<file path="src/logic/dtq_consts.vh">
// constants for the debug trigger qualifier: offsets, fields, reset values
// assumes inclusion by bare name from the design file
`ifndef DTQ_CONSTS_VH
`define DTQ_CONSTS_VH
// register offsets on the plain register port
`define DTQ_OFF_CTRL      4'h0
`define DTQ_OFF_TRIG      4'h1
`define DTQ_OFF_CMPA_HI   4'h2
`define DTQ_OFF_CMPA_LO   4'h3
`define DTQ_OFF_CMPB_HI   4'h4
`define DTQ_OFF_CMPB_LO   4'h5
`define DTQ_OFF_STATUS    4'h6
// debug_control fields
`define DTQ_CTL_EN        7
`define DTQ_CTL_ARM       6
`define DTQ_CTL_A_DIR     3
`define DTQ_CTL_A_DIREN   2
`define DTQ_CTL_B_DIR     1
`define DTQ_CTL_B_DIREN   0
// debug_trigger_config fields
`define DTQ_TRG_TAG       7
`define DTQ_TRG_BEGIN     6
`define DTQ_TRG_WMASK     8'hcf
// trigger mode codes
`define DTQ_M_A_ONLY      4'h0
`define DTQ_M_A_OR_B      4'h1
`define DTQ_M_A_THEN_B    4'h2
`define DTQ_M_EVT_B       4'h3
`define DTQ_M_A_THEN_EVT  4'h4
`define DTQ_M_A_AND_BD    4'h5
`define DTQ_M_A_NOT_BD    4'h6
`define DTQ_M_INSIDE      4'h7
`define DTQ_M_OUTSIDE     4'h8
// reset values
`define DTQ_RST_CTRL      8'h00
`define DTQ_RST_TRIG      8'h00
`define DTQ_RST_CMP       16'h0000
`endif

</file>
<file path="src/logic/dtq_trigger.v">
// debug trigger qualifier: comparators, mode select, trace start/stop
// assumes one bus clock, cpu bus inputs synchronous, fifo logic outside
//
// Our own choices: the plain strobed port and the register addresses.
`timescale 1ns/1ps
`default_nettype none
`include "dtq_consts.vh"

// overview of the block
// - two 16-bit comparators watch every cpu bus cycle
// - each comparator may be qualified by bus direction
// - a mode code picks how the two hits combine
// - force type: a bus hit is the event itself
// - tag type, modes 0-6: a hit marks a fetch, execution is the event
// - end trace: capture runs circularly until the trigger
// - begin trace: capture starts at the trigger
// - event-only modes store one byte per b event
//
// register port
// - one write strobe and one read strobe, never together
// - read data is registered and stands one cycle only
// - idle cycles read back as zero, so a stale byte
//   can never be mistaken for a fresh one
//
// hazards worth knowing
// - compare values and trigger config freeze while armed;
//   software must disarm before changing them
// - the control byte stays writable so a run can be
//   stopped at any time by clearing enable or arm
// - a run that completes in the same cycle as a control
//   write wins, unless that write newly arms the block
// - the fifo itself lives outside; only strobes leave
//   this block, so the fifo depth is not known here
// - begin trace runs end only on fifo_full; with a fifo
//   that never fills, the run lasts until software stops it
//
// timing
// - every output is a flip-flop; trig_pulse and store_en
//   refer to the bus cycle one clock earlier
// - armed follows the next value of the arm bit, so it
//   falls in the same cycle as the ending trig_pulse

// Summary of operation
// - dir enable a set: write/read per dir bit
// - dir enable a clear: direction ignored
// - dir enable b set: write/read per dir bit
// - dir enable b clear: direction ignored
// - trigger config writable only while disarmed
// - config bits 4,5 read zero
// - tag clear: trigger on access
// - tag set: modes 0-6 trigger only when opcode executes; range modes 7-8 ignore tag
// - begin clear: circular store, trigger ends
// - begin set: store starts at trigger
// - event-only modes always begin trace
// - modes 0-2: a, a or b, a then b
// - modes 3-4: store on b events
// - modes 5-6: address a with data b, address a without data b
// - modes 7-8: inside or outside range
// - modes 9-15 never trigger
// - arm write sets flag; run end clears
// - event-only modes store low byte only
module dtq_trigger (
    // clock and reset
    input  wire        clk_sys,
    input  wire        sys_rst,
    // register port
    input  wire [3:0]  reg_addr,
    input  wire [7:0]  reg_wdata,
    input  wire        reg_wr,
    input  wire        reg_rd,
    output reg  [7:0]  reg_rdata,
    // cpu bus
    input  wire        bus_valid,
    input  wire [15:0] bus_addr,
    input  wire [7:0]  bus_data,
    input  wire        bus_read,
    // opcode tracking
    input  wire        op_exec,
    input  wire [15:0] op_addr,
    // fifo side
    input  wire        fifo_full,
    output reg         trig_pulse,
    output reg         store_en,
    output reg         store_byte_only,
    output reg         armed
);

    // configuration state
    reg  [7:0]  ctrl_r;          // debug_control
    reg  [7:0]  trig_r;          // debug_trigger_config
    reg  [15:0] cmpa_r;          // comparator a value
    reg  [15:0] cmpb_r;          // comparator b value
    reg         a_seen_r;        // a matched since arming
    reg         b_seen_r;        // b matched since arming
    reg         tag_a_r;         // tagged opcode address pending for a
    reg         tag_b_r;         // tagged opcode address pending for b
    reg  [15:0] tag_a_addr_r;    // address of tagged a fetch
    reg  [15:0] tag_b_addr_r;    // address of tagged b fetch
    reg         storing_r;       // capture running

    // direction qualifier shared by both comparators
    function dir_ok;
        input en;
        input dir;
        input rd;
        begin
            dir_ok = ~en | (dir == rd);
        end
    endfunction

    wire [3:0] mode   = trig_r[3:0];
    wire       tagm   = trig_r[`DTQ_TRG_TAG];
    wire       arm_on = ctrl_r[`DTQ_CTL_ARM];
    wire       evt_mode = (mode == `DTQ_M_EVT_B) |
                          (mode == `DTQ_M_A_THEN_EVT);
    wire       begin_tr = trig_r[`DTQ_TRG_BEGIN] | evt_mode;

    // raw comparator hits, every bus cycle
    wire qa = dir_ok(ctrl_r[`DTQ_CTL_A_DIREN], ctrl_r[`DTQ_CTL_A_DIR],
                     bus_read);
    wire qb = dir_ok(ctrl_r[`DTQ_CTL_B_DIREN], ctrl_r[`DTQ_CTL_B_DIR],
                     bus_read);
    wire hit_a   = bus_valid & qa & (bus_addr == cmpa_r);
    wire hit_b   = bus_valid & qb & (bus_addr == cmpb_r);
    wire hit_bd  = bus_valid & qb & (bus_data == cmpb_r[7:0]);
    wire in_rng  = bus_valid & qa & (bus_addr >= cmpa_r) &
                   (bus_addr <= cmpb_r);
    wire out_rng = bus_valid & qa & ((bus_addr < cmpa_r) |
                   (bus_addr > cmpb_r));

    // tag path: a hit only counts once its opcode executes
    // one pending fetch per comparator; a later hit simply
    // overwrites the remembered address (limitation: two
    // fetches in flight at once cannot both be tracked)
    wire exe_a = op_exec & tag_a_r & (op_addr == tag_a_addr_r);
    wire exe_b = op_exec & tag_b_r & (op_addr == tag_b_addr_r);
    wire ev_a  = tagm ? exe_a : hit_a;
    wire ev_b  = tagm ? exe_b : hit_b;
    wire a_any = a_seen_r | ev_a;

    // mode decode
    // codes above the outside-range mode fall to the default
    // branch and never trigger, whatever the comparators say
    reg trig_c;
    always @* begin
        case (mode)
            `DTQ_M_A_ONLY:     trig_c = ev_a;
            `DTQ_M_A_OR_B:     trig_c = ev_a | ev_b;
            `DTQ_M_A_THEN_B:   trig_c = a_seen_r & ev_b;
            `DTQ_M_EVT_B:      trig_c = ev_b;
            `DTQ_M_A_THEN_EVT: trig_c = a_seen_r & ev_b;
            `DTQ_M_A_AND_BD:   trig_c = ev_a & hit_bd;
            `DTQ_M_A_NOT_BD:   trig_c = ev_a & ~hit_bd;
            `DTQ_M_INSIDE:     trig_c = in_rng;
            `DTQ_M_OUTSIDE:    trig_c = out_rng;
            default:           trig_c = 1'b0;
        endcase
    end

    wire trig_arm = arm_on & trig_c;
    // run ends: end trace on trigger, begin trace on full fifo
    wire run_done = arm_on & (begin_tr ? (storing_r & fifo_full)
                                       : trig_c);
    wire wr_ctrl  = reg_wr & (reg_addr == `DTQ_OFF_CTRL);
    wire arm_set  = wr_ctrl & reg_wdata[`DTQ_CTL_ARM] &
                    reg_wdata[`DTQ_CTL_EN] & ~arm_on;
    // next value of the arm bit, mirrored onto the armed pin
    // so that the pin does not lag the run end by a cycle
    wire arm_wval = reg_wdata[`DTQ_CTL_ARM] & reg_wdata[`DTQ_CTL_EN];
    wire arm_nxt  = (run_done & ~arm_set) ? 1'b0 :
                    (wr_ctrl ? arm_wval : arm_on);

    // registers and run state
    // one process owns all configuration so that a write and
    // a run end in the same cycle resolve in a single place
    always @(posedge clk_sys) begin
        if (sys_rst) begin
            ctrl_r       <= `DTQ_RST_CTRL;
            trig_r       <= `DTQ_RST_TRIG;
            cmpa_r       <= `DTQ_RST_CMP;
            cmpb_r       <= `DTQ_RST_CMP;
            a_seen_r     <= 1'b0;
            b_seen_r     <= 1'b0;
            tag_a_r      <= 1'b0;
            tag_b_r      <= 1'b0;
            tag_a_addr_r <= `DTQ_RST_CMP;
            tag_b_addr_r <= `DTQ_RST_CMP;
            storing_r    <= 1'b0;
        end else begin
            // control always writable; run completion wins over writes that do not newly arm
            if (wr_ctrl) begin
                ctrl_r <= reg_wdata;
                if (~reg_wdata[`DTQ_CTL_EN])
                    ctrl_r[`DTQ_CTL_ARM] <= 1'b0;
            end
            if (run_done & ~arm_set)
                ctrl_r[`DTQ_CTL_ARM] <= 1'b0;
            // compare values and config frozen while armed
            if (reg_wr & ~arm_on) begin
                case (reg_addr)
                    `DTQ_OFF_TRIG:
                        trig_r <= reg_wdata & `DTQ_TRG_WMASK;
                    `DTQ_OFF_CMPA_HI: cmpa_r[15:8] <= reg_wdata;
                    `DTQ_OFF_CMPA_LO: cmpa_r[7:0]  <= reg_wdata;
                    `DTQ_OFF_CMPB_HI: cmpb_r[15:8] <= reg_wdata;
                    `DTQ_OFF_CMPB_LO: cmpb_r[7:0]  <= reg_wdata;
                    default: ;
                endcase
            end
            // tag capture: remember fetch addresses that hit
            if (hit_a)
                tag_a_addr_r <= bus_addr;
            if (hit_b)
                tag_b_addr_r <= bus_addr;
            tag_a_r <= arm_on & tagm & (hit_a | (tag_a_r & ~exe_a));
            tag_b_r <= arm_on & tagm & (hit_b | (tag_b_r & ~exe_b));
            // match memory, cleared at the start of a run
            if (arm_set) begin
                a_seen_r  <= 1'b0;
                b_seen_r  <= 1'b0;
                storing_r <= ~trig_r[`DTQ_TRG_BEGIN] &
                             ~((trig_r[3:0] == `DTQ_M_EVT_B) |
                               (trig_r[3:0] == `DTQ_M_A_THEN_EVT));
            end else if (arm_on) begin
                if (ev_a)
                    a_seen_r <= 1'b1;
                if (ev_b)
                    b_seen_r <= 1'b1;
                if (begin_tr & trig_arm)
                    storing_r <= 1'b1;
                if (run_done)
                    storing_r <= 1'b0;
            end else begin
                storing_r <= 1'b0;
            end
        end
    end

    // outputs, all registered
    // store_en is gated by the arm bit: a manual stop must
    // not let one stale store slip out after disarming
    always @(posedge clk_sys) begin
        if (sys_rst) begin
            reg_rdata       <= 8'h00;
            trig_pulse      <= 1'b0;
            store_en        <= 1'b0;
            store_byte_only <= 1'b0;
            armed           <= 1'b0;
        end else begin
            trig_pulse <= trig_arm;
            // event modes store each qualifying b event only
            store_en <= arm_on & (evt_mode ? (trig_arm & (a_any |
                        (mode == `DTQ_M_EVT_B)))
                        : (storing_r & ~run_done) |
                          (begin_tr & trig_arm));
            store_byte_only <= evt_mode;
            armed <= arm_nxt;
            // read mux; unmapped reads return zero
            if (reg_rd) begin
                case (reg_addr)
                    `DTQ_OFF_CTRL:    reg_rdata <= ctrl_r;
                    `DTQ_OFF_TRIG:    reg_rdata <= trig_r;
                    `DTQ_OFF_CMPA_HI: reg_rdata <= cmpa_r[15:8];
                    `DTQ_OFF_CMPA_LO: reg_rdata <= cmpa_r[7:0];
                    `DTQ_OFF_CMPB_HI: reg_rdata <= cmpb_r[15:8];
                    `DTQ_OFF_CMPB_LO: reg_rdata <= cmpb_r[7:0];
                    `DTQ_OFF_STATUS:  reg_rdata <= {a_seen_r, b_seen_r,
                                          arm_on, storing_r, 4'h0};
                    default:          reg_rdata <= 8'h00;
                endcase
            end else begin
                reg_rdata <= 8'h00;
            end
        end
    end

endmodule // dtq_trigger
`default_nettype wire

</file>
<file path="config.mk">
export PLATFORM = sky130hd
export DESIGN_NAME = dtq_trigger
export DESIGN_NICKNAME = d
export VERILOG_FILES = /design/src/logic/dtq_trigger.v
export VERILOG_INCLUDE_DIRS = /design/src /design/src/logic
export SDC_FILE = /design/constraint.sdc
export NUM_CORES = 1
export LEC_CHECK = 0
export BUFFER_PORTS_ARGS = -buffer_cell sky130_fd_sc_hd__buf_4
export CORE_UTILIZATION = 58
export CTS_CLUSTER_DIAMETER = 120
export DETAILED_ROUTE_END_ITERATION = 7
export GPL_TIMING_DRIVEN = 0
export MAX_ROUTING_LAYER = met4
export PLACE_DENSITY = 0.8
export SLEW_MARGIN = 20
export SYNTH_ARGS = -nofsm -noshare
export SYNTH_HDL_FRONTEND = slang
export SYNTH_SLANG_ARGS = --single-unit
</file>
<file path="constraint.sdc">
create_clock -name clk_sys -period 3.2 [get_ports clk_sys]
set_input_delay 0.16 -clock clk_sys [delete_from_list [all_inputs] [get_ports clk_sys]]
set_output_delay 0.16 -clock clk_sys [all_outputs]
set_load 0.01 [all_outputs]
</file>
* Word-level counts from Yosys, hierarchy flattened *
Index checks and enable logic that the tools add are counted.

storage, ports and cells
  bits in registers = 95
  input bits = 60

cells by class
  order comparisons = 4
  eq/ne operators = 22
  mux-type cells = 12
  bitwise operators = 57
  reductions and logical operators = 13

operators with widths
  cell                                            number
  == test 16 bit                                  4
  case mux 8 bit (7 select lines)                 1
  bitwise AND 1 bit                               35
  == test 4 x 3 -> 1 bit (second input constant)  7
  == test 4 x 2 -> 1 bit (second input constant)  4
  >= comparator 16 bit                            1
  greater-than comparator 16 bit                  1
  less-or-equal comparator 16 bit                 1
  less-than comparator 16 bit                     1
  AND reduction 2 bit                             7
  NOT 1 bit                                       11
  OR 1 bit                                        11
  2-to-1 mux 1 bit                                10
  == test 4 x 1 -> 1 bit (second input constant)  2
  == test 8 bit                                   1
  logical NOT 4 bit                               2
  case mux 1 bit (8 select lines)                 1
  OR reduction 2 bit                              4
  == test 4 bit (second input constant)           1
  != test 4 x 1 -> 1 bit (second input constant)  1
  == test 1 bit                                   2

* Longest topological paths before layout *
  word-level depth = 14
  depth in mapped cells = 11
  gate-level depth less buffers = 10

* Worst setup path before layout *
OpenSTA, ideal clock, no wires.

  path type = register to register
  start = register cmpb_r[7]
  end = register storing_r
  setup time = 0.116 ns
  data arrival time = 2.229 ns
  setup slack = 0.855 ns
  stages on the path, launching flop included = 11
  clock period less this slack = 2.345 ns
  path through = dfxtp_1 > inv_1 > ha_1 > nand4_1 > or4_4 > nor3b_2 > a41oi_1 > o22ai_2 > a211oi_4 > and3_1 > o211a_1

between the ends
  cells in the longest elaborated chain, start to end = 10

ends and longest elaborated chain
  item                                                                    RTL line           text
  start: declaration                                                      dtq_trigger.v:92   reg [15:0] cmpb_r;
  start signal: assignment                                                dtq_trigger.v:181  cmpb_r <= `DTQ_RST_CMP;
  start signal: assignment                                                dtq_trigger.v:206  `DTQ_OFF_CMPB_LO: cmpb_r[7:0] <= reg_wdata;
  branches (longest 4 deep; another with greater-than comparator 16 bit)  -
  case mux 1 bit (8 select lines) *                                       dtq_trigger.v:146  case (mode)
  2-to-1 mux 1 bit                                                        dtq_trigger.v:162  wire run_done = arm_on & (begin_tr ? (storing_r & fifo_full)
  bitwise AND 1 bit                                                       dtq_trigger.v:162
  2-to-1 mux 1 bit                                                        dtq_trigger.v:231  if (run_done)
  2-to-1 mux 1 bit                                                        dtq_trigger.v:224  end else if (arm_on) begin
  2-to-1 mux 1 bit                                                        dtq_trigger.v:218  if (arm_set) begin
  end signal: assignment                                                  dtq_trigger.v:221  storing_r <= ~trig_r[`DTQ_TRG_BEGIN] &
  end: declaration                                                        dtq_trigger.v:99   reg storing_r;

Mark *: on every way between the ends.
A chain may end at the register's enable or synchronous reset.

* Final worst setup path *
  start = register cmpb_r[7]
  end = register armed

between the ends
  cells in the longest elaborated chain, start to end = 9

ends and longest elaborated chain
  item                                                                    RTL line           text
  branches (longest 4 deep; another with greater-than comparator 16 bit)  -
  case mux 1 bit (8 select lines) *                                       dtq_trigger.v:146
  2-to-1 mux 1 bit *                                                      dtq_trigger.v:162
  bitwise AND 1 bit *                                                     dtq_trigger.v:162
  bitwise AND 1 bit *                                                     dtq_trigger.v:170  wire arm_nxt = (run_done & ~arm_set) ? 1'b0 :
  OR reduction 2 bit (no source line) *                                   -
  end signal: assignment                                                  dtq_trigger.v:257  armed <= arm_nxt;
  end: declaration                                                        dtq_trigger.v:85   output reg armed

Marks and branches as above.

==> metrics <==
result of the run finished with violations; violated checks DRC; number of pins with negative max-slew slack in the final report 0; global route overflow 0; fraction of synthesized cell area in xor and xnor cells under 10%; data arrival time at the worst-slack endpoint 3.14 ns; area share of fa/ha/maj cells after synthesis 7.50%; maximum achievable frequency ~0.35 GHz; most instantiated library cell after synthesis sky130_fd_sc_hd__dfxtp_1; number of flops mapped to enable cells by yosys 0; kind of end point of the critical path flip-flop; total power after layout 2.33 mW; total routing resource utilization after global routing 36.1%; reg-to-reg critical path endpoint armed; Final TNS setup 0 ns; grt met3 use 8.52%; largest net degree at the start of global routing 17; pwr dens 376 nW/µm²; Internal Power between 1.5 and 2 mW; pin slew with the least headroom to its limit 0.997 ns; area overhead of the layout relative to synthesis 16.1%; capture endpoint of the worst hold path tag_b_addr_r[0]; Yosys top cell by area sky130_fd_sc_hd__dfxtp_1; flip-flop and latch area 1900 µm²; post-CTS resize count 0; ratio of final minimum period to clock period 89.2%; cell count of the worst hold path 3; skew final 0.00848 ns; post-CTS setup buffer count 0; remaining routing DRC violations 3; effective utilization at floorplan between 60% and 70%; DIE HEIGHT 98.0 µm; most common library cells after synthesis 95 x sky130_fd_sc_hd__dfxtp_1, 77 x sky130_fd_sc_hd__nor2_1, 60 x sky130_fd_sc_hd__mux2i_1; post-detailed-route via-to-cell ratio 6.05; global-route track usage on met2 between 50% and 60%; top cells by area, synth sky130_fd_sc_hd__dfxtp_1 36%, sky130_fd_sc_hd__mux2i_1 11%, sky130_fd_sc_hd__ha_1 7.5%; hold path startpoint bus_addr[0]; cell area after layout 6200 µm²; Clock H-tree levels 3; clock latency at the later pin of the worst-skew pair ~0.38 ns; compound-gate portion of the synthesized area ~13%; hpwl dp between 10 and 15 mm; Tmin final 2.86 ns; Leakage Power 2.65 nW; Synth warnings 0; worst path required time 3.48 ns; area share of the leading cell type in the synthesized netlist a little over a third; type of the worst setup path reg -> reg; TritonCTS Buffers 9; RR Startpoint cmpb_r[7]; routability congestion estimate 0.938; fraction of power spent switching nets roughly 28%; post-route core utilization 70.4%; Tightest Hold Check Type in -> reg; count of boundary I/O pins 72; DP Area about 6000 µm²; fraction of final layout cells sized beyond drive strength 1 15.3%; final setup vio count 0; hold bufs inserted after CTS 0; Total Wirelength 15.9 mm; synthesized area per cell 8.64 µm²; clock network fraction of total power 35.7%; IR Drop Worst-Case VDD 0.000284 V; sw power 644 µW; number of global-route vias before repair 4864; Root Buffer Master sky130_fd_sc_hd__clkbuf_8; per-cell routed wire length a little under 20 µm; Die Footprint 9600 µm²; DRT iter0 DRCs 342; most heavily used metal layer in global routing met2; initial antenna violation count 0; synthesized-area fraction occupied by and/or/nand/nor cells 20.5%; final layout net count 791; launching element type of the critical path flip-flop; count of input and output buffers 70; part of the Yosys area used for sequential elements 35.6%; met1 usage 45.9%; Max Buffers Root-to-Sink 2; Num Clock Sinks between 90 and 100; crit path max fanout 5; sequential group share of total power 51.4%; remaining antenna violation count 0; number of nets in the synthesized netlist 710; reg2reg path depth 10; max-capacitance violation count 0; smallest hold slack between 0.04 and 0.05 ns; combinational family with the most area after synthesis simple AND/OR/NAND/NOR gates; R2R setup slack 0.34 ns; synthesized area between 5000 and 6000 µm²; core footprint 8810 µm²; Cell variety after synth 60; part of the total power dissipated in combinational logic 12.9%; share of async-settable or async-resettable flops after synthesis 0%; Core Rows 34; FILL cells 770; worst max-slew margin expressed relative to the limit 33.3%; global-route wire length before repair 25.5 mm; setup repair after global routing missed its margin false; Multi-input gate area roughly 3200 µm²; number of hold violations in the final report 0; number of detailed-route iterations in the first pass 7; multiplexer share of the synthesized area between 10% and 20%; number of flip-flops and latches in the synthesized netlist 95; Syn Inst Count 618; total number of vias 4916; flip-flop cell with the highest count after synthesis sky130_fd_sc_hd__dfxtp_1; CTS tree done; # diodes 0; Chip Width 98.0 µm; clock transition time at the flip-flop clock pins of the worst setup and hold paths 0.10 ns
[area by class of cell]
cell class,instances,share of cell area (%)
sequential,95,30.7
multi-input combinational,456,51.3
clock buffer,11,2.12
timing repair buffer,70,8.47
tap,108,2.18
buffer,27,1.80
clock inverter,5,1.09
inverter,40,2.42
[metal layers]
metal	routed length, µm	part of all wire (%)	vias up
met1	6770	43	2336
met5	0	0	-
met2	7300	46	233
li1	-	-	2314
met4	374	2.4	0
met3	1450	9.1	33
[power groups by stage]
stage | Combinational (mW) | Sequential, mW | Clock, mW
after detailed placement | 0.295 | 1.23 | 0
after global routing | 0.329 | 1.20 | 0.880
final | 0.302 | 1.20 | 0.832
after floorplan | 0.155 | 1.22 | 0
after CTS | 0.296 | 1.20 | 0.837
after global placement | 0.287 | 1.23 | 0
[through the flow]
step / setup WS [ns] / cells
after floorplan: 0.855 / 618
after global placement: 0.396 / 796
after detailed placement: 0.376 / 796
after CTS: 0.375 / 812
after global routing: 0.211 / 812
final: 0.344 / 812
[worst max-delay path, stage by stage (launching register included)]
cell and delay, ns:
sky130_fd_sc_hd__dfxtp_1 0.50, sky130_fd_sc_hd__inv_1 0.08, sky130_fd_sc_hd__ha_1 0.32, sky130_fd_sc_hd__nand4_1 0.16
sky130_fd_sc_hd__or3_1 0.44, sky130_fd_sc_hd__a21oi_1 0.14, sky130_fd_sc_hd__o22ai_1 0.13, sky130_fd_sc_hd__nor4bb_4 0.20
sky130_fd_sc_hd__a211oi_4 0.39, sky130_fd_sc_hd__o21ai_1 0.10, sky130_fd_sc_hd__a211oi_1 0.30
[how the worst max path moves through the flow]
stage | from | to | slack [ns] | cells past startpoint
4_1_cts | cmpb_r[7] | armed | 0.38 | 10
2_1_floorplan | cmpb_r[7] | storing_r | 0.85 | 10
3_3_place_gp | cmpb_r[7] | storing_r | 0.40 | 10
5_1_grt | cmpb_r[7] | ctrl_r[6] | 0.21 | 9
3_5_place_dp | cmpb_r[7] | ctrl_r[6] | 0.38 | 10
6_report | cmpb_r[7] | armed | 0.34 | 10
[logic make-up (layout without fill, tap and decap cells)]
family / count (synthesis) / in the layout
flops: 95 / 95
fa+ha+maj: 32 / 32
compound gates: 100 / 100
xor+xnor: 42 / 42
buf+inv: 67 / 153
simple gates: 221 / 221
mux: 61 / 61
[layout by cell type, fill, tap and decap left out, types with 5 or more instances in the layout]
| cell type | n |
|---|---|
| sky130_fd_sc_hd__clkbuf_1 | 23 |
| sky130_fd_sc_hd__nand4_1 | 13 |
| sky130_fd_sc_hd__xnor2_1 | 20 |
| sky130_fd_sc_hd__nand2_1 | 57 |
| sky130_fd_sc_hd__ha_1 | 32 |
| sky130_fd_sc_hd__xor2_1 | 22 |
| sky130_fd_sc_hd__a21oi_1 | 45 |
| sky130_fd_sc_hd__buf_4 | 70 |
| sky130_fd_sc_hd__a22oi_1 | 6 |
| sky130_fd_sc_hd__a21o_1 | 5 |
| sky130_fd_sc_hd__nor2b_1 | 10 |
| sky130_fd_sc_hd__nor2_1 | 77 |
| sky130_fd_sc_hd__mux2i_1 | 60 |
| sky130_fd_sc_hd__nor3_1 | 8 |
| sky130_fd_sc_hd__clkbuf_8 | 9 |
| sky130_fd_sc_hd__nand3_1 | 20 |
| sky130_fd_sc_hd__inv_1 | 40 |
| sky130_fd_sc_hd__a221oi_1 | 6 |
| sky130_fd_sc_hd__dfxtp_1 | 95 |
[state kept, by name (all words and copies together) (netlist names)]
| name | flops |
|---|---|
| cmpb_r | 16 |
| tag_b_r | 1 |
| store_en | 1 |
| trig_pulse | 1 |
| storing_r | 1 |
| tag_b_addr_r | 16 |
| cmpa_r | 16 |
| armed | 1 |
| store_byte_only | 1 |
| a_seen_r | 1 |
| trig_r | 6 |
| ctrl_r | 8 |
| tag_a_r | 1 |
| tag_a_addr_r | 16 |
| reg_rdata | 8 |
| b_seen_r | 1 |
No activity file was read; power rests on OpenSTA's default activity.
